### src/common/timer_consts.svh
// Constants of the timer base with its channel 0 capture/compare unit.
// Assumes a 32-bit APB register bus with a 12-bit byte address.
// Functional notes
// - Readable writable 16-bit counter, cleared at reset.
// - Counter clock is input divided by prescale+1.
// - 16-bit reload value, resets to all ones.
// - 8-bit repetition value sets compare update rate.
// - Output mode compares value with counter for reference.
// - Input mode captures counter on capture event.
// - Capture flag set on capture, cleared by software/read.
// - Over-capture flag when capture finds flag set.
// - Compare flag on match, not in center mode.
`ifndef TIMER_CONSTS_SVH
`define TIMER_CONSTS_SVH
`define TB_ADDR_W       12
`define TB_OFF_COUNT    12'h080
`define TB_OFF_PRESCALE 12'h084
`define TB_OFF_RELOAD   12'h088
`define TB_OFF_REPEAT   12'h08C
`define TB_OFF_CH0_CC   12'h090
`define TB_OFF_CONTROL  12'h0C0
`define TB_OFF_STATUS   12'h0C4
`define TB_OFF_MASK     12'h0C8
`define TB_RST_COUNT    16'h0000
`define TB_RST_PRESCALE 16'h0000
`define TB_RST_RELOAD   16'hFFFF
`define TB_RST_REPEAT   8'h00
`define TB_RST_CH0_CC   16'h0000
`define TB_CTL_ENABLE   0
`define TB_CTL_INPUT    1
`define TB_CTL_CENTER   2
`define TB_ST_CCIF      0
`define TB_ST_OCF       4
`define TB_ST_UEV       8
`define TB_ST_W         9
`endif

### src/common/timer_pkg.sv
// Types shared by the timer base design files.
// Assumes timer_consts.svh is available on the include path.
`include "timer_consts.svh"
package timer_pkg;
  typedef struct packed {
    logic                  psel;
    logic                  penable;
    logic                  pwrite;
    logic [`TB_ADDR_W-1:0] paddr;
    logic [31:0]           pwdata;
  } apb_req_s;

  typedef struct packed {
    logic center;
    logic ch0_input;
    logic enable;
  } ctl_s;

  typedef enum logic [1:0] {
    APB_IDLE   = 2'b00,
    APB_ACCESS = 2'b01
  } apb_state_e;
endpackage

### src/verilog/prescale_div.sv
// Prescaler that turns the prescaler input clock into counter steps.
// Assumes the prescaler input clock is pclk itself.
`timescale 1ns/1ns
module prescale_div #(
  parameter int PSC_W = 16
) (
  // Clock and reset.
  input  wire logic             pclk,
  input  wire logic             presetn,
  // Control.
  input  wire logic             run,
  input  wire logic             restart,
  input  wire logic [PSC_W-1:0] psc,
  // Counter step.
  output logic                  tick
);
  logic [PSC_W-1:0] div_q;
  logic             tick_q;

  generate
    if (PSC_W < 1 || PSC_W > 32) begin : g_bad_width
      $error("prescale_div: PSC_W must lie in 1..32.");
    end
  endgenerate

  // One step every psc+1 input clocks.
  always_ff @(posedge pclk or negedge presetn) begin
    if (!presetn) begin
      div_q  <= '0;
      tick_q <= 1'b0;
    end else if (restart || !run) begin
      div_q  <= '0;
      tick_q <= 1'b0;
    end else if (div_q >= psc) begin
      div_q  <= '0;
      tick_q <= 1'b1;
    end else begin
      div_q  <= div_q + 1'b1;
      tick_q <= 1'b0;
    end
  end

  assign tick = tick_q;
endmodule

### src/verilog/timer_base.sv
// Timer base with counter, prescaler, reload, repetition and channel 0.
// Assumes an APB master on pclk and a capture input synchronous to pclk.
`timescale 1ns/1ns
`include "timer_consts.svh"
module timer_base #(
  parameter int CNT_W = 16,
  parameter int PSC_W = 16,
  parameter int REP_W = 8
) (
  // Clock and reset.
  input  wire logic              pclk,
  input  wire logic              presetn,
  // APB slave.
  input  timer_pkg::apb_req_s    apb_req,
  output logic [31:0]            prdata,
  output logic                   pready,
  output logic                   pslverr,
  // Channel 0.
  input  wire logic              chan0_capture_in,
  output logic                   chan0_reference_output,
  // Events.
  output logic                   update_event,
  output logic                   irq
);
  timer_pkg::apb_state_e  apb_q;
  timer_pkg::ctl_s        ctl_q;
  logic [CNT_W-1:0]       cnt_q;
  logic [CNT_W-1:0]       cnt_d;
  logic                   dir_q;
  logic                   dir_d;
  logic [PSC_W-1:0]       psc_q;
  logic [CNT_W-1:0]       reload_q;
  logic [REP_W-1:0]       rep_val_q;
  logic [REP_W-1:0]       rep_q;
  logic [CNT_W-1:0]       ccr_q;
  logic [CNT_W-1:0]       ccr_act_q;
  logic [`TB_ST_W-1:0]    status_q;
  logic [`TB_ST_W-1:0]    status_d;
  logic [`TB_ST_W-1:0]    mask_q;
  logic [`TB_ST_W-1:0]    st_set;
  logic [`TB_ST_W-1:0]    st_clr;
  logic [31:0]            prdata_q;
  logic [31:0]            rd_data;
  logic                   pready_q;
  logic                   pslverr_q;
  logic                   ref_q;
  logic                   uev_q;
  logic                   irq_q;
  logic                   cap_prev_q;
  logic                   capture;
  logic                   tick;
  logic                   step;
  logic                   wrap;
  logic                   upd;
  logic                   match;
  logic                   mapped;
  logic                   done;
  logic                   wr_en;
  logic                   rd_en;
  logic [`TB_ADDR_W-1:0]  addr;
  logic [31:0]            wdata;

  generate
    if (CNT_W < 2 || CNT_W > 32 || REP_W < 1 || REP_W > 32) begin : g_bad_width
      $error("timer_base: CNT_W must lie in 2..32 and REP_W in 1..32.");
    end
    if (PSC_W < 1 || PSC_W > 32) begin : g_bad_psc
      $error("timer_base: PSC_W must lie in 1..32.");
    end
  endgenerate

  assign addr  = apb_req.paddr;
  assign wdata = apb_req.pwdata;

  // Address decode of the mapped words.
  always_comb begin
    case (addr)
      `TB_OFF_COUNT,
      `TB_OFF_PRESCALE,
      `TB_OFF_RELOAD,
      `TB_OFF_REPEAT,
      `TB_OFF_CH0_CC,
      `TB_OFF_CONTROL,
      `TB_OFF_STATUS,
      `TB_OFF_MASK: mapped = 1'b1;
      default:      mapped = 1'b0;
    endcase
  end

  // Read data multiplexer; reserved bits read as zero.
  always_comb begin
    rd_data = 32'h0000_0000;
    case (addr)
      `TB_OFF_COUNT:    rd_data[CNT_W-1:0]    = cnt_q;
      `TB_OFF_PRESCALE: rd_data[PSC_W-1:0]    = psc_q;
      `TB_OFF_RELOAD:   rd_data[CNT_W-1:0]    = reload_q;
      `TB_OFF_REPEAT:   rd_data[REP_W-1:0]    = rep_val_q;
      `TB_OFF_CH0_CC:   rd_data[CNT_W-1:0]    = ccr_q;
      `TB_OFF_CONTROL:  rd_data[2:0]          = ctl_q;
      `TB_OFF_STATUS:   rd_data[`TB_ST_W-1:0] = status_q;
      `TB_OFF_MASK:     rd_data[`TB_ST_W-1:0] = mask_q;
      default:          rd_data               = 32'h0000_0000;
    endcase
  end

  // The transfer completes at the first edge of its access phase.
  assign done  = (apb_q == timer_pkg::APB_ACCESS) && apb_req.psel && apb_req.penable;
  assign wr_en = done && apb_req.pwrite && !pslverr_q;
  assign rd_en = done && !apb_req.pwrite && !pslverr_q;

  // APB phase tracking with one wait-free access cycle.
  always_ff @(posedge pclk or negedge presetn) begin
    if (!presetn) begin
      apb_q     <= timer_pkg::APB_IDLE;
      pready_q  <= 1'b0;
      pslverr_q <= 1'b0;
      prdata_q  <= 32'h0000_0000;
    end else begin
      case (apb_q)
        timer_pkg::APB_IDLE: begin
          if (apb_req.psel && !apb_req.penable) begin
            apb_q     <= timer_pkg::APB_ACCESS;
            pready_q  <= 1'b1;
            pslverr_q <= !mapped;
            prdata_q  <= (mapped && !apb_req.pwrite) ? rd_data : 32'h0000_0000;
          end
        end
        timer_pkg::APB_ACCESS: begin
          if (done) begin
            apb_q     <= timer_pkg::APB_IDLE;
            pready_q  <= 1'b0;
            pslverr_q <= 1'b0;
            prdata_q  <= 32'h0000_0000;
          end
        end
        default: begin
          apb_q    <= timer_pkg::APB_IDLE;
          pready_q <= 1'b0;
        end
      endcase
    end
  end

  // Configuration registers written by software, one word each.
  always_ff @(posedge pclk or negedge presetn) begin
    if (!presetn) begin
      psc_q <= PSC_W'(`TB_RST_PRESCALE);
    end else if (wr_en && addr == `TB_OFF_PRESCALE) begin
      psc_q <= wdata[PSC_W-1:0];
    end
  end

  always_ff @(posedge pclk or negedge presetn) begin
    if (!presetn) begin
      reload_q <= CNT_W'(`TB_RST_RELOAD);
    end else if (wr_en && addr == `TB_OFF_RELOAD) begin
      reload_q <= wdata[CNT_W-1:0];
    end
  end

  always_ff @(posedge pclk or negedge presetn) begin
    if (!presetn) begin
      rep_val_q <= REP_W'(`TB_RST_REPEAT);
    end else if (wr_en && addr == `TB_OFF_REPEAT) begin
      rep_val_q <= wdata[REP_W-1:0];
    end
  end

  always_ff @(posedge pclk or negedge presetn) begin
    if (!presetn) begin
      ctl_q <= '0;
    end else if (wr_en && addr == `TB_OFF_CONTROL) begin
      ctl_q <= timer_pkg::ctl_s'(wdata[2:0]);
    end
  end

  always_ff @(posedge pclk or negedge presetn) begin
    if (!presetn) begin
      mask_q <= '0;
    end else if (wr_en && addr == `TB_OFF_MASK) begin
      mask_q <= wdata[`TB_ST_W-1:0];
    end
  end

  prescale_div #(
    .PSC_W   (PSC_W)
  ) u_prescale (
    .pclk    (pclk),
    .presetn (presetn),
    .run     (ctl_q.enable),
    .restart (wr_en && addr == `TB_OFF_COUNT),
    .psc     (psc_q),
    .tick    (tick)
  );

  assign step = ctl_q.enable && tick;

  // Counter next value, edge-aligned up or center-aligned up/down.
  always_comb begin
    cnt_d = cnt_q;
    dir_d = dir_q;
    wrap  = 1'b0;
    if (step) begin
      if (!ctl_q.center) begin
        if (cnt_q >= reload_q) begin
          cnt_d = '0;
          wrap  = 1'b1;
        end else begin
          cnt_d = cnt_q + 1'b1;
        end
      end else if (!dir_q) begin
        if (cnt_q >= reload_q) begin
          cnt_d = (reload_q == '0) ? cnt_q : cnt_q - 1'b1;
          dir_d = 1'b1;
          wrap  = 1'b1;
        end else begin
          cnt_d = cnt_q + 1'b1;
        end
      end else begin
        if (cnt_q == '0) begin
          cnt_d = (reload_q == '0) ? cnt_q : cnt_q + 1'b1;
          dir_d = 1'b0;
          wrap  = 1'b1;
        end else begin
          cnt_d = cnt_q - 1'b1;
        end
      end
    end
    if (wr_en && addr == `TB_OFF_COUNT) begin
      cnt_d = wdata[CNT_W-1:0];
    end
  end

  // Live counter value.
  always_ff @(posedge pclk or negedge presetn) begin
    if (!presetn) begin
      cnt_q <= CNT_W'(`TB_RST_COUNT);
      dir_q <= 1'b0;
    end else begin
      cnt_q <= cnt_d;
      dir_q <= ctl_q.center ? dir_d : 1'b0;
    end
  end

  // Repetition countdown; a wrap with the countdown at zero raises an update and reloads it.
  assign upd = wrap && (rep_q == '0);

  always_ff @(posedge pclk or negedge presetn) begin
    if (!presetn) begin
      rep_q <= REP_W'(`TB_RST_REPEAT);
    end else if (wrap) begin
      if (rep_q == '0) begin
        rep_q <= rep_val_q;
      end else begin
        rep_q <= rep_q - 1'b1;
      end
    end
  end

  // Capture input edge detection.
  always_ff @(posedge pclk or negedge presetn) begin
    if (!presetn) begin
      cap_prev_q <= 1'b0;
    end else begin
      cap_prev_q <= chan0_capture_in;
    end
  end

  assign capture = ctl_q.ch0_input && chan0_capture_in && !cap_prev_q;

  // Channel 0 value and its active compare copy.
  always_ff @(posedge pclk or negedge presetn) begin
    if (!presetn) begin
      ccr_q     <= CNT_W'(`TB_RST_CH0_CC);
      ccr_act_q <= CNT_W'(`TB_RST_CH0_CC);
    end else begin
      if (capture) begin
        ccr_q <= cnt_q;
      end else if (wr_en && addr == `TB_OFF_CH0_CC) begin
        ccr_q <= wdata[CNT_W-1:0];
      end
      if (upd) begin
        ccr_act_q <= ccr_q;
      end
    end
  end

  // Compare match on a counter step, suppressed in center mode.
  assign match = step && !ctl_q.ch0_input && !ctl_q.center && (cnt_d == ccr_act_q);

  // In output mode the reference output is high while the counter is below the compare value; in input mode it is low.
  always_ff @(posedge pclk or negedge presetn) begin
    if (!presetn) begin
      ref_q <= 1'b0;
    end else begin
      ref_q <= !ctl_q.ch0_input && (cnt_d < ccr_act_q);
    end
  end

  // Status flags: software writes one to clear, hardware set wins.
  always_comb begin
    st_set = '0;
    st_clr = '0;
    if (wr_en && addr == `TB_OFF_STATUS) begin
      st_clr = wdata[`TB_ST_W-1:0];
    end
    if (rd_en && addr == `TB_OFF_CH0_CC && ctl_q.ch0_input) begin
      st_clr[`TB_ST_CCIF] = 1'b1;
    end
    st_set[`TB_ST_CCIF] = capture || match;
    st_set[`TB_ST_OCF]  = capture && status_q[`TB_ST_CCIF] && !st_clr[`TB_ST_CCIF];
    st_set[`TB_ST_UEV]  = upd;
  end

  // Each flag keeps its value unless set or cleared; a set beats a clear.
  generate
    for (genvar b = 0; b < `TB_ST_W; b++) begin : g_status
      assign status_d[b] = st_set[b] || (status_q[b] && !st_clr[b]);
    end
  endgenerate

  always_ff @(posedge pclk or negedge presetn) begin
    if (!presetn) begin
      status_q <= '0;
    end else begin
      status_q <= status_d;
    end
  end

  // Interrupt and update event outputs.
  always_ff @(posedge pclk or negedge presetn) begin
    if (!presetn) begin
      irq_q <= 1'b0;
      uev_q <= 1'b0;
    end else begin
      irq_q <= |(status_d & mask_q);
      uev_q <= upd;
    end
  end

  assign prdata                 = prdata_q;
  assign pready                 = pready_q;
  assign pslverr                = pslverr_q;
  assign chan0_reference_output = ref_q;
  assign update_event           = uev_q;
  assign irq                    = irq_q;
endmodule

### config.mk
export PLATFORM = sky130hd
export DESIGN_NAME = timer_base
export DESIGN_NICKNAME = d
export VERILOG_FILES = /design/src/common/timer_pkg.sv /design/src/verilog/prescale_div.sv /design/src/verilog/timer_base.sv
export VERILOG_INCLUDE_DIRS = /design/src /design/src/common
export SDC_FILE = /design/constraint.sdc
export NUM_CORES = 1
export LEC_CHECK = 0
export BUFFER_PORTS_ARGS = -buffer_cell sky130_fd_sc_hd__buf_2
export CELL_PAD_IN_SITES_DETAIL_PLACEMENT = 1
export CELL_PAD_IN_SITES_GLOBAL_PLACEMENT = 1
export CORE_AREA = 2 2 162 164
export DETAILED_ROUTE_END_ITERATION = 8
export DIE_AREA = 0 0 164 166
export GPL_ROUTABILITY_DRIVEN = 0
export PLACE_DENSITY_LB_ADDON = 0.1
export REMOVE_ABC_BUFFERS = 1
export SLEW_MARGIN = 20
export SYNTH_ARGS = -nofsm -noshare
export SYNTH_HDL_FRONTEND = slang
export SYNTH_SLANG_ARGS = --single-unit
export TNS_END_PERCENT = 1
### constraint.sdc
create_clock -name pclk -period 4.9 [get_ports pclk]
set_clock_uncertainty 0.1 [all_clocks]
set_input_delay 0.245 -clock pclk [delete_from_list [all_inputs] [get_ports pclk]]
set_output_delay 0.245 -clock pclk [all_outputs]
set_load 0.005 [all_outputs]
# --- Word-level counts from Yosys, hierarchy flattened ---
# Index checks and enable logic that the tools add are counted.
word_totals:
  register_bits: 175
  inputBits: 50
  elab_cells: 157
op_classes:
  n_eq_ne: 13
  magnitude_cmp: 3
  mux: 44
  reduce_logical: 69
  n_bitwise: 1
  n_addsub: 4
ops:
  columns: ["cell", "count"]
  rows:
  - ["16-bit 2-to-1 mux", 14]
  - ["12-bit by 8-bit == test with 1-bit output (second input constant)", 8]
  - ["32-bit 2-to-1 mux", 2]
  - ["32-bit one-hot mux with 2 select lines", 1]
  - ["1-bit logical AND", 37]
  - ["5-bit one-hot mux with 7 select lines", 1]
  - ["16-bit by 1-bit adder with 16-bit output (second input constant)", 2]
  - ["16-bit >= comparator", 2]
  - ["16-bit zero test", 2]
  - ["7-bit one-hot mux with 4 select lines", 1]
  - ["3-bit one-hot mux with 8 select lines", 1]
  - ["1-bit zero test", 17]
  - ["16-bit == test", 1]
  - ["16-bit < comparator", 1]
  - ["1-bit 2-to-1 mux", 16]
  - ["16-bit by 1-bit subtractor with 16-bit output (second input constant)", 1]
  - ["9-bit AND", 1]
  - ["9-bit 2-to-1 mux", 1]
  - ["9-bit OR reduction", 1]
  - ["8-bit zero test", 1]
  - ["8-bit 2-to-1 mux", 1]
  - ["8-bit OR reduction", 1]
  - ["8-bit by 1-bit subtractor with 8-bit output (second input constant)", 1]
  - ["1-bit one-hot mux with 6 select lines", 1]
  - ["other kinds (11)", 19]

# --- Depth between registers and ports, before layout ---
# Gate-level depths: netlist (run 1).
depth:
  ltp_word: 13
  ltp_mapped: 22

# --- Hierarchy ---
# Synthesis (run 1) repeated with hierarchy kept, for this count alone.
unflattened:
  hier_cells: 1118
  hier_area_um2: 9829.4
modules_own_cells:
  columns: ["mod", "area_each_um2", "seq_area_each_um2", "instances", "cells_per_inst"]
  rows:
  - ["timer_base", 8585.7, 3523.4, 1, 979]
  - ["prescale_div", 1243.7, 425.4, 1, 139]

# --- Worst setup path before layout (run 1) ---
# No wires, ideal clock.
synth_timing:
  path_kind: "reg2reg"
  start: "register reload_q[13]"
  end: "register ref_q, in the netlist chan0_reference_output"
  stages_incl_launch_ff: 21
  path_buffers: 1
  path_slack_ps: 667
  synth_period_minus_slack_ps: 4233
  arrival_time_ps: 4068
  path_cell_list: "dfstp_2 inv_1 ha_1 a211oi_1 nor2_1 a2111oi_0 o21a_1 buf_1 nor2_1 o221ai_1 nand4_1 a311oi_1 ha_1 nor2b_1 o21a_1 o21a_1 o21a_1 o21ai_0 nand2b_1 a21oi_1 o21a_1"
synth_between:
  elab_chain_len: 9
  word_cells_on_any_way: 13
  classes_between: "2 x order compare; 9 x mux; 2 x reduce/logical"
synth_lines:
  columns: ["item", "line", "rtl"]
  rows:
  - ["start, declared", "timer_base.sv:32", "logic [CNT_W-1:0] reload_q;"]
  - ["start signal, assigned", "timer_base.sv:155", "reload_q <= CNT_W'(`TB_RST_RELOAD);"]
  - ["start signal, assigned", "timer_base.sv:157", "reload_q <= wdata[CNT_W-1:0];"]
  - ["branches (longest 4 deep; another with 16-bit >= comparator)", null, null]
  - ["16-bit 2-to-1 mux (*)", "timer_base.sv:204", "if (!ctl_q.center) begin"]
  - ["16-bit 2-to-1 mux (*)", "timer_base.sv:203", "if (step) begin"]
  - ["16-bit 2-to-1 mux (*)", "timer_base.sv:229", "if (wr_en && addr == `TB_OFF_COUNT) begin"]
  - ["net cnt_d[1]", "timer_base.sv:28", "logic [CNT_W-1:0] cnt_d;"]
  - ["16-bit < comparator (*)", "timer_base.sv:296", "ref_q <= !ctl_q.ch0_input && (cnt_d < ccr_act_q);"]
  - ["1-bit logical AND (*)", "timer_base.sv:296", null]
  - ["end signal, assigned", "timer_base.sv:296", null]
  - ["end, declared", "timer_base.sv:46", "logic ref_q;"]
# Mark *: on every way through the listed nets, which the timed path passes.
# A chain may end at the register's enable or synchronous reset.

# --- Worst setup path in the final report (run 1) ---
layout_timing:
  start: "register cnt_q[7]"
  end: "register irq_q, in the netlist irq"
layout_between:
  word_cells_on_any_way: 26
  classes_between: "2 x add/sub; 1 x order compare; 1 x eq/ne; 14 x mux; 1 x bitwise; 7 x reduce/logical"
layout_rtl:
  columns: ["item", "line", "rtl"]
  rows:
  - ["start, declared", "timer_base.sv:27", "logic [CNT_W-1:0] cnt_q;"]
  - ["start signal, assigned", "timer_base.sv:237", "cnt_q <= CNT_W'(`TB_RST_COUNT);"]
  - ["start signal, assigned", "timer_base.sv:240", "cnt_q <= cnt_d;"]
  - ["16-bit >= comparator or 16-bit zero test (tied branches)", "timer_base.sv:205, timer_base.sv:212, timer_base.sv:220", null]
  - ["16-bit 2-to-1 mux, on equally long branches", "timer_base.sv:212, timer_base.sv:220", null]
  - ["16-bit 2-to-1 mux", "timer_base.sv:211", "end else if (!dir_q) begin"]
  - ["16-bit 2-to-1 mux (*)", "timer_base.sv:204", null]
  - ["16-bit 2-to-1 mux (*)", "timer_base.sv:203", null]
  - ["16-bit 2-to-1 mux (*)", "timer_base.sv:229", null]
  - ["net cnt_d[5]", "timer_base.sv:28", null]
  - ["16-bit == test (*)", "timer_base.sv:289", "assign match = step && !ctl_q.ch0_input && !ctl_q.center && (cnt_d == ccr_act_q);"]
  - ["1-bit logical AND (*)", "timer_base.sv:289", null]
  - ["1-bit logical OR (*)", "timer_base.sv:310", "st_set[`TB_ST_CCIF] = capture || match;"]
  - ["1-bit logical OR (*)", "timer_base.sv:318", "assign status_d[b] = st_set[b] || (status_q[b] && !st_clr[b]);"]
  - ["net status_d[0]", "timer_base.sv:38", "logic [`TB_ST_W-1:0] status_d;"]
  - ["9-bit AND (*)", "timer_base.sv:336", "irq_q <= |(status_d & mask_q);"]
  - ["9-bit OR reduction (*)", "timer_base.sv:336", null]
  - ["end signal, assigned", "timer_base.sv:336", null]
  - ["end, declared", "timer_base.sv:48", "logic irq_q;"]
# Mark *: on every way through the listed nets, which the timed path passes. The rest lies on a longest branch.

==> results of run 1 <==
timing repair:
item | in CTS | in global routing
gates resized for setup | 0 | 5
hold endpoints to repair | 53 | 0
buffers inserted | 0 | 0
hold buffers | 3 | 0
endpoints found under the setup margin | 0 | 2
cell usage after synthesis, types with 8 or more instances:
cell | instances | area [µm²]
o21ai_1 | 13 | 65.06
a22oi_1 | 31 | 232.7
or3_1 | 10 | 62.56
ha_1 | 53 | 663.1
a21oi_1 | 39 | 195.2
dfrtp_1 | 141 | 3528
mux2_2 | 53 | 596.8
nand2b_1 | 8 | 50.05
a22o_1 | 13 | 113.9
nand4_1 | 11 | 68.82
o21ai_0 | 46 | 230.2
a21o_1 | 19 | 142.6
inv_1 | 58 | 217.7
a221oi_1 | 9 | 78.83
nor4_1 | 9 | 56.30
o21a_1 | 8 | 60.06
dfstp_2 | 16 | 420.4
mux2i_1 | 9 | 90.09
and3_1 | 9 | 56.30
nor3_1 | 27 | 135.1
nand2_1 | 144 | 540.5
nand3_1 | 27 | 135.1
xnor2_1 | 14 | 122.6
buf_4 | 18 | 135.1
a31oi_1 | 30 | 187.7
clkbuf_1 | 44 | 165.2
nor2_1 | 84 | 315.3
xor2_1 | 18 | 157.7
metal layers:
| metal | track usage (%) | up-vias | wire, µm |
|---|---|---|---|
| li1 | - | 3993 | - |
| met1 | 34.67 | 4377 | 15640 |
| met2 | 41.65 | 185 | 16020 |
| met3 | 3.147 | 34 | 1151 |
| met4 | 6.331 | 0 | 484 |
| met5 | 0 | - | 0 |
area by class of cell:
| class | instances | area (µm²) |
|---|---|---|
| clock inverter | 12 | 161.4 |
| sequential | 157 | 3949 |
| tap | 335 | 419.2 |
| clock buffer | 19 | 442.9 |
| inverter | 58 | 217.7 |
| fill | 2980 | 14390 |
| multi-input combinational | 800 | 5301 |
| timing repair buffer | 112 | 732.0 |
power by group through the flow:
stage / clock network [µW] / registers (µW) / logic, µW
2_1_floorplan: 0 / 1330 / 21.9
3_3_place_gp: 0 / 1330 / 101
3_5_place_dp: 0 / 1330 / 102
4_1_cts: 1430 / 1300 / 104
5_1_grt: 1480 / 1300 / 113
6_report: 1400 / 1300 / 102
cell usage in the layout, fill, tap and decap left out, types with 19 or more instances in the layout:
| master | instances |
|---|---|
| nor2_1 | 84 |
| a21o_1 | 19 |
| mux2_2 | 53 |
| buf_2 | 53 |
| o21ai_0 | 44 |
| nor3_1 | 25 |
| nand3_1 | 27 |
| a21oi_1 | 38 |
| ha_1 | 53 |
| inv_1 | 58 |
| nand2_1 | 143 |
| buf_4 | 54 |
| a22oi_1 | 31 |
| dfrtp_1 | 141 |
| a31oi_1 | 30 |
how the worst max path moves through the flow:
stage                             from  depth (start not counted)                     end  slack, ns
after floorplan           reload_q[13]                         17                     irq      -0.06
after global placement    reload_q[13]                         21  chan0_reference_output       0.16
after detailed placement  reload_q[13]                         20  chan0_reference_output       0.11
after CTS                 reload_q[13]                         21  chan0_reference_output       0.09
after global routing      reload_q[11]                         18                     irq       0.01
final                         cnt_q[7]                         15                     irq       0.29
flip-flops by register name (all words and copies together) (netlist names), 3 cells and up:
name,flops
u_prescale.div_q,16
mask_q,9
psc_q,16
status_q,9
rep_q,8
ccr_act_q,16
ccr_q,16
rep_val_q,8
prdata,16
cnt_q,16
reload_q,16
ctl_q,3
worst max-delay path, delay by kind of cell (launching register included):
kind,cells,cell delay (ns)
AOI/OAI and AO/OA,4,0.93
adders and majority gates,1,0.30
DFF,1,0.43
and+or+nand+nor,10,2.73
per-stage QoR:
stage / utilization, % / hold WS (ns)
CTS: 43.72 / 0.03477
finish: 43.81 / 0.04049
detailed placement: 41.24 / 0.1292
floorplan: - / -0.1506
global route: 43.81 / 0.04595
global placement: 41.24 / 0.1342
cells by family after synthesis:
kind of cell	Yosys count	synth area share (%)
xor+xnor	32	2.878
fa+ha+maj	54	6.913
other cells	1	0.03851
compound gates	276	19.39
flops	157	40.56
buf+inv	132	5.975
mux	63	7.170
simple gates	359	17.08
==> run_results.csv, run 1 <==
group,metric,value,unit
routing,wl_per_cell,22.30,µm
die,die_area,27220,µm²
clock_tree,cts_buffer_depth,2,
die,fp.dieH,166,µm
clock_tree,numClockSinks,157,
routing,drt-total-wl,33300,µm
pwr,finalPower,2810,µW
min_path,min_path_cells,3,
worst_setup_path,path_max_fanout,5,
logic_synthesis,yosysWarningCount,0,
logic_synthesis,syn_area_per_cell,9.066,µm²
logic_synthesis,yosysUniqueCellTypes,75,
timing,fmax,0.2169,GHz
grt,grt_pass1_wl,52270,µm
timing,finalSetupTns,0,ns
pwr,pwr-share-comb,3.6,%
routing,ant_nets,0,
worst_setup_path,end_kind,"flip-flop",
die,coreArea,25620,µm²
min_path,hold_end,"ccr_q[13]",
placement,port_buffers,54,
routing,drt-initial-drc-count,673,
worst_setup_path,r2r-end,"irq",
timing,min_period_over_period,94.07,%
worst_setup_path,rr_startpoint,"cnt_q[7]",
routing,vias,8589,
timing,tightest_slew,1.065,ns
timing,period_needed,4.610,ns
timing,max-slew-margin-rel,28.49,%
layout,final_cell_area,11220,µm²
worst_setup_path,ff2ff_setup_slack,0.29,ns
timing,final_max_slew_viol_count,0,
placement,pre_cts_slack,0.1145,ns
worst_setup_path,max_stage_delay,0.64,ns
clock_tree,clk_latency,0.43,ns
logic_synthesis,yosysSeqAreaShare,40.56,%
pwr,intPower,2143,µW
clock_tree,root_buffer,"clkbuf_16",
logic_synthesis,synth_edf_count,0,
clock_tree,htreeDepth,4,
pwr,power_frac_seq,46.4,%
worst_setup_path,cp.required,5.11,ns
timing,rsz0062_at_grt,"no",
timing,hold_viol,0,
routing,avgViaCountPerCell,5.753,
layout,layout.nets,1249,
logic_synthesis,synth.cell_area,9737,µm²
logic_synthesis,synth_cells,1074,
grt,grt.total_usage,25.10,%
grt,first_global_vias,8865,
worst_setup_path,crit_arrival,4.82,ns
timing,worst_slack,0.2904,ns
logic_synthesis,synth_seq_cells,157,
grt,grt_max_degree,107,
worst_setup_path,crit_type,"reg -> reg",
die,ios,87,
pwr,swShare,23.74,%
pwr,p_leak,0.005038,µW
pwr,ir_drop,0.1900,mV
pwr,clkPwrFrac,50.0,%
pwr,p_switching,667.1,µW
die,die_w,164,µm
logic_synthesis,synthArstFlopShare,100.0,%
routing,drc,0,
worst_setup_path,reg2reg_depth,15,
status,status,"completed",
worst_setup_path,path_cells,"or4_4 -> or3_1 -> or4_1 -> nand2_1 -> o21ai_0 -> nor2b_1 -> a311o_1 -> o22ai_1 -> ha_1 -> nand4_1 -> nor4_1 -> nand4_1 -> nor2_1 -> or3_1 -> a221o_1",
layout,stdcell_count,1493,
grt,grt_antenna_before_repair,0,
min_path,hold_path_startpoint,"apb_req[13]",
min_path,hold_path.class,"in -> reg",
die,rows,59,
grt,grt_overflow_total,0,
layout,drive_above_1_share,19.60,%
placement,placed_area,10570,µm²
worst_setup_path,crit_path_start_kind,"flip-flop",
logic_synthesis,ys.flop_type,"dfrtp_1",
run,max_cap_violations,0,
placement,dp_hpwl,24380,µm
clock_tree,cts_tree,"yes",
die,floorplan.initialDensity,38.01,%
layout,syn_to_final_growth,15.27,%
routing,first_pass_iters,5,
clock_tree,cts_buffers,17,
placement,dp.cells,1459,
layout,n_antenna_cell,0,
timing,setup_violations,0,
pwr,power_density,250.3,nW/µm²
worst_setup_path,slowest_stage,"or4_1",
clock_tree,clk_pin_slew_worst_paths,0.06,ns
Note: power is estimated with default switching activity, not from simulation.
==> run 2, diff against run 1 <==
--- a/config.mk
+++ b/config.mk
@@ -9,10 +9,10 @@
 export BUFFER_PORTS_ARGS = -buffer_cell sky130_fd_sc_hd__buf_2
 export CELL_PAD_IN_SITES_DETAIL_PLACEMENT = 1
 export CELL_PAD_IN_SITES_GLOBAL_PLACEMENT = 1
-export CORE_AREA = 2 2 162 164
+export CORE_AREA = 2 2 154 171
 export DETAILED_ROUTE_END_ITERATION = 8
-export DIE_AREA = 0 0 164 166
-export GPL_ROUTABILITY_DRIVEN = 0
+export DIE_AREA = 0 0 156 173
+export GPL_ROUTABILITY_DRIVEN = 1
 export PLACE_DENSITY_LB_ADDON = 0.1
 export REMOVE_ABC_BUFFERS = 1
 export SLEW_MARGIN = 20
==> run 2 against run 1 <==
  * Register-to-register slack about the same
  * Global-route usage decreased by 0.28 points
  * Routed wire length is 1.6% lower
==> run_results.csv, run 2 (synthesis results as in run 1) <==
group,metric,value,unit
timing,tightest_slew,1.155,ns
worst_setup_path,startpoint,"reload_q[13]",
worst_setup_path,slowest_stage,"dfstp_2",
die,die_w,156,µm
pwr,p_leak,0.005075,µW
timing,fmax,0.2172,GHz
worst_setup_path,max_stage_delay,0.56,ns
placement,gp_congestion,0.8669,
clock_tree,htreeDepth,4,
clock_tree,numClockSinks,157,
worst_setup_path,r2r-end,"irq",
routing,wl_per_cell,22.12,µm
placement,port_buffers,54,
worst_setup_path,crit_path_start_kind,"flip-flop",
worst_setup_path,reg2reg_depth,20,
die,fp.dieH,173,µm
grt,grt.total_usage,24.83,%
timing,hold_viol,0,
min_path,hold_path.class,"in -> reg",
clock_tree,cts_buffer_depth,2,
min_path,min_path_cells,2,
grt,grt_max_degree,83,
worst_setup_path,end_kind,"flip-flop",
routing,drt-total-wl,32780,µm
routing,highest_layer,"met4",
clock_tree,cts_buffers,17,
worst_setup_path,cp-endpoint,"irq",
die,ios,87,
layout,n_antenna_cell,0,
layout,layout.nets,1257,
routing,dr_wl_met2,15940,µm
clock_tree,cts_tree,"yes",
timing,finalSetupTns,0,ns
routing,drt-initial-drc-count,529,
routing,first_pass_iters,8,
worst_setup_path,path_max_fanout,7,
routing,wl_met1,15350,µm
pwr,power_density,245.0,nW/µm²
pwr,finalPower,2750,µW
timing,max-slew-margin-rel,22.93,%
worst_setup_path,ff2ff_setup_slack,0.30,ns
placement,dp_hpwl,24130,µm
layout,syn_to_final_growth,15.28,%
die,coreArea,25110,µm²
status,status,"completed",
layout,mostFrequentLayoutCells,"nand2_1, dfrtp_1, nor2_1",
grt,grt_overflow_total,0,
grt,grt_pass1_wl,51360,µm
timing,min_period_over_period,93.97,%
layout,drive_above_1_share,20.05,%
routing,ant_nets,0,
worst_setup_path,rr_startpoint,"reload_q[13]",
run,max_cap_violations,0,
die,die_area,26990,µm²
layout,final_common_cell,"nand2_1",
routing,avgViaCountPerCell,5.766,
timing,setup_violations,0,
grt,first_global_vias,8731,
routing,met3WireLength,956,µm
worst_setup_path,cp.required,5.11,ns
die,rows,61,
pwr,ir_drop,0.1737,mV
clock_tree,root_buffer,"clkbuf_16",
timing,period_needed,4.605,ns
clock_tree,clk_pin_slew_worst_paths,0.07,ns
die,floorplan.initialDensity,38.78,%
worst_setup_path,crit_type,"reg -> reg",
clock_tree,clk_latency,0.44,ns
timing,final_max_slew_viol_count,0,
worst_setup_path,path_cells,"inv_1 -> ha_1 -> a211oi_1 -> nor2_1 -> a2111oi_2 -> buf_4 -> o21ai_2 -> buf_4 -> or3_1 -> a31oi_1 -> o21ai_0 -> a31oi_1 -> ha_1 -> nand2_1 -> nor3_1 -> buf_4 -> nand2_1 -> nor2_1 -> or3_1 -> a221o_1",
routing,vias,8545,
worst_setup_path,cp_common_cell,"buf_4",
routing,drc,0,
grt,grt_antenna_before_repair,0,
worst_setup_path,crit_arrival,4.82,ns
-- run 2: final cells by class --
type                            count  area, µm²
Tap cell                          315      394.1
Fill cell                        2922      13890
Multi-Input combinational cell    800       5300
Timing Repair Buffer              120      784.5
Inverter                           58      217.7
Clock inverter                     14      150.1
Sequential cell                   157       3949
Clock buffer                       18      429.2
-- run 2: worst max-delay path, delay by kind of cell (launching register included) --
kind            cells  cell delay, ns
compound gates      7            1.58
fa+ha+maj           2            0.58
buf+inv             4            0.58
flops               1            0.56
simple gates        7            1.09
-- run 2: how the worst min path moves through the flow --
stage | start | to
2_1_floorplan | presetn | apb_q[0]
3_3_place_gp | chan0_capture_in | cap_prev_q
3_5_place_dp | presetn | update_event
4_1_cts | apb_req[10] | reload_q[10]
5_1_grt | apb_req[10] | reload_q[10]
6_report | apb_req[10] | reload_q[10]
-- run 2: metrics by stage --
stage          util, %  cells  worst slack [ns]  instance area, µm²  hold WS (ns)
2_1_floorplan        -   1015          -0.06160                9429       -0.1506
3_3_place_gp     42.08   1444            0.2625               10570        0.2692
3_5_place_dp     42.08   1444            0.2632               10570        0.2698
4_1_cts          44.59   1481            0.2080               11200     0.0002602
5_1_grt          44.70   1482          -0.02188               11220      0.008467
6_report         44.70   1482            0.2953               11220       0.01263
-- run 2: repair_timing --
item	4_1_cts	5_1_grt
gates resized for setup	0	5
endpoints found under the hold margin	74	0
setup endpoints to repair	0	2
hold buffers	5	0
setup buffers	0	1
-- run 2: per-layer routing --
metal  vias up  global-route usage [%]
met3        32                   3.333
met4         0                   6.651
met1      4351                   33.44
li1       4004                       -
met2       158                   41.89
met5         -                       0
-- run 2: report_power, final --
part	switching [µW]	internal, µW
combinational	76.5	24.3
sequential	4.07	1300
clock	625	721
==> run 3, diff against run 2 <==
==> constraint.sdc (replaced) <==
create_clock -name pclk -period 4.9 [get_ports pclk]
set_clock_uncertainty 0.1 [all_clocks]
set_input_delay 0.49 -clock pclk [delete_from_list [all_inputs] [get_ports pclk]]
set_output_delay 0.49 -clock pclk [all_outputs]
set_load 0.005 [all_outputs]
==> run 3 against run 2 <==
  * Routed wire length increased by 0.74%
  * Critical path depth down 4
  * First-iteration DRC count is 12% lower
  * Utilization decreased by 0.055 points
  * Register-to-register slack lost 0.06 ns
  * Flip-flop and latch count is the same
  * Highest routed layer unchanged
  * Count of clock-buffer cells in the layout down 1
  * Global-route usage is 0.36 points higher
  * Critical endpoint is now chan0_reference_output
  * Combinational power about the same
  * Cell area shrank 0.12%
  * Largest power group unchanged
==> run_results.csv, run 3 (synthesis results as in run 1) <==
group,metric,value,unit
min_path,hold_path.class,"in -> reg",
clock_tree,numClockSinks,157,
timing,setup_violations,0,
routing,wl_per_cell,22.39,µm
grt,grt.total_usage,25.18,%
pwr,ir_drop,0.2115,mV
layout,seq_area,3949,µm²
layout,syn_to_final_growth,15.14,%
grt,grt_antenna_before_repair,0,
worst_setup_path,crit_arrival,4.93,ns
routing,drt-initial-drc-count,466,
routing,avgViaCountPerCell,5.782,
die,die_w,156,µm
worst_setup_path,cp.required,5.16,ns
layout,n_antenna_cell,0,
pwr,p_leak,0.005057,µW
worst_setup_path,critPathTopFamily,"simple AND/OR/NAND/NOR gates",
pwr,finalPower,2749,µW
timing,fmax,0.2143,GHz
worst_setup_path,crit_type,"reg -> reg",
layout,final_common_cell,"nand2_1",
worst_setup_path,path_max_fanout,6,
routing,drt-total-wl,33020,µm
placement,gp_congestion,0.8634,
placement,port_buffers,54,
routing,drc,0,
timing,max-slew-margin-rel,34.65,%
clock_tree,root_buffer,"clkbuf_16",
worst_setup_path,crit_path_start_kind,"flip-flop",
placement,dp_hpwl,24120,µm
grt,first_global_vias,8894,
status,status,"completed",
worst_setup_path,end_kind,"flip-flop",
timing,whs,0.06996,ns
layout,mostFrequentLayoutCells,"nand2_1, dfrtp_1, nor2_1",
timing,finalSetupTns,0,ns
die,floorplan.initialDensity,38.78,%
die,rows,61,
pwr,power_density,245.2,nW/µm²
routing,first_pass_iters,7,
timing,tightest_slew,0.9778,ns
routing,vias,8529,
routing,ant_nets,0,
grt,grt_pass1_wl,52540,µm
layout,layout.nets,1250,
die,fp.dieH,173,µm
layout,fillCellCount,2907,
timing,final_max_slew_viol_count,0,
worst_setup_path,path_buf_inv,0,
layout,drive_above_1_share,20.00,%
layout,multi_input_area,5308,µm²
clock_tree,cts_buffer_depth,2,
worst_setup_path,max_stage_delay,0.65,ns
clock_tree,clk_pin_slew_worst_paths,0.07,ns
run,max_cap_violations,0,
die,coreArea,25110,µm²
die,ios,87,
clock_tree,cts_buffers,17,
timing,hold_viol,0,
clock_tree,htreeDepth,4,
worst_setup_path,path_cells,"or4_4 -> or3_1 -> or4_1 -> and2_4 -> a32o_1 -> o21ai_0 -> a31oi_1 -> ha_1 -> a21oi_1 -> nor2b_1 -> o21ai_0 -> nand2b_1 -> a21oi_1 -> o21ai_0 -> a21oi_1 -> o21a_1",
die,die_area,26990,µm²
timing,period_needed,4.665,ns
clock_tree,clk_latency,0.44,ns
timing,min_period_over_period,95.21,%
grt,grt_overflow_total,0,
layout,stdcell_count,1475,
clock_tree,cts_tree,"yes",
grt,grt_max_degree,99,
worst_setup_path,slowest_stage,"or4_1",
placement,dp.cells,1441,
run 3: cell type report:
class                   count  area share, %
flip-flops and latches    157          35.22
well taps                 315          3.516
multi-input cells         800          47.34
clock inverters            15          1.518
inverters                  58          1.942
repair buffers            113          6.663
clock buffers              17          3.795
run 3: timing repair:
item                                   4_1_cts  5_1_grt
hold buffers                                 1        0
setup endpoints to repair                    0        2
buffers inserted                             0        1
endpoints found under the hold margin       59        0
gates resized for setup                      0        6
run 3: worst reg2reg max path: cells and delay by family (launching register included):
family / cells / cell delay, ns
AOI/OAI and AO/OA: 9 / 1.65
and+or+nand+nor: 6 / 2.11
DFF: 1 / 0.40
adders and majority gates: 1 / 0.35
run 3: where the power goes:
part	internal (µW)	switching, µW
clock	688	657
sequential	1300	4.25
combinational	23.2	77.2
total	2010	739
run 3: metal layers:
metal / GRT usage [%] / vias up / routed length (µm)
li1: - / 3987 / -
met1: 34.25 / 4314 / 15230
met2: 42.64 / 187 / 16090
met3: 3.158 / 41 / 1191
met4: 5.963 / 0 / 503
met5: 0 / - / 0
run 3: metrics by stage:
step / area [µm²] / utilization [%] / setup WS, ns
4_1_cts: 11180 / 44.51 / 0.1807
3_5_place_dp: 10570 / 42.09 / 0.2157
2_1_floorplan: 9429 / - / -0.06160
3_3_place_gp: 10570 / 42.09 / 0.2542
5_1_grt: 11210 / 44.65 / -0.01588
6_report: 11210 / 44.65 / 0.2345
run 3: worst paths after layout:
kind / startpoint / endpoint / slack, ns / cells past startpoint
worst max-delay path: cnt_q[6] / chan0_reference_output / 0.23 / 16
worst min-delay path: chan0_capture_in / cap_prev_q / 0.07 / 1
worst max register to register: cnt_q[6] / chan0_reference_output / 0.23 / 16
worst min register to register: prdata[0] / prdata[0] / 0.37 / 1
max in group asynchronous: presetn / ccr_q[15] / 3.21 / 3
min in group asynchronous: presetn / update_event / 0.50 / 2
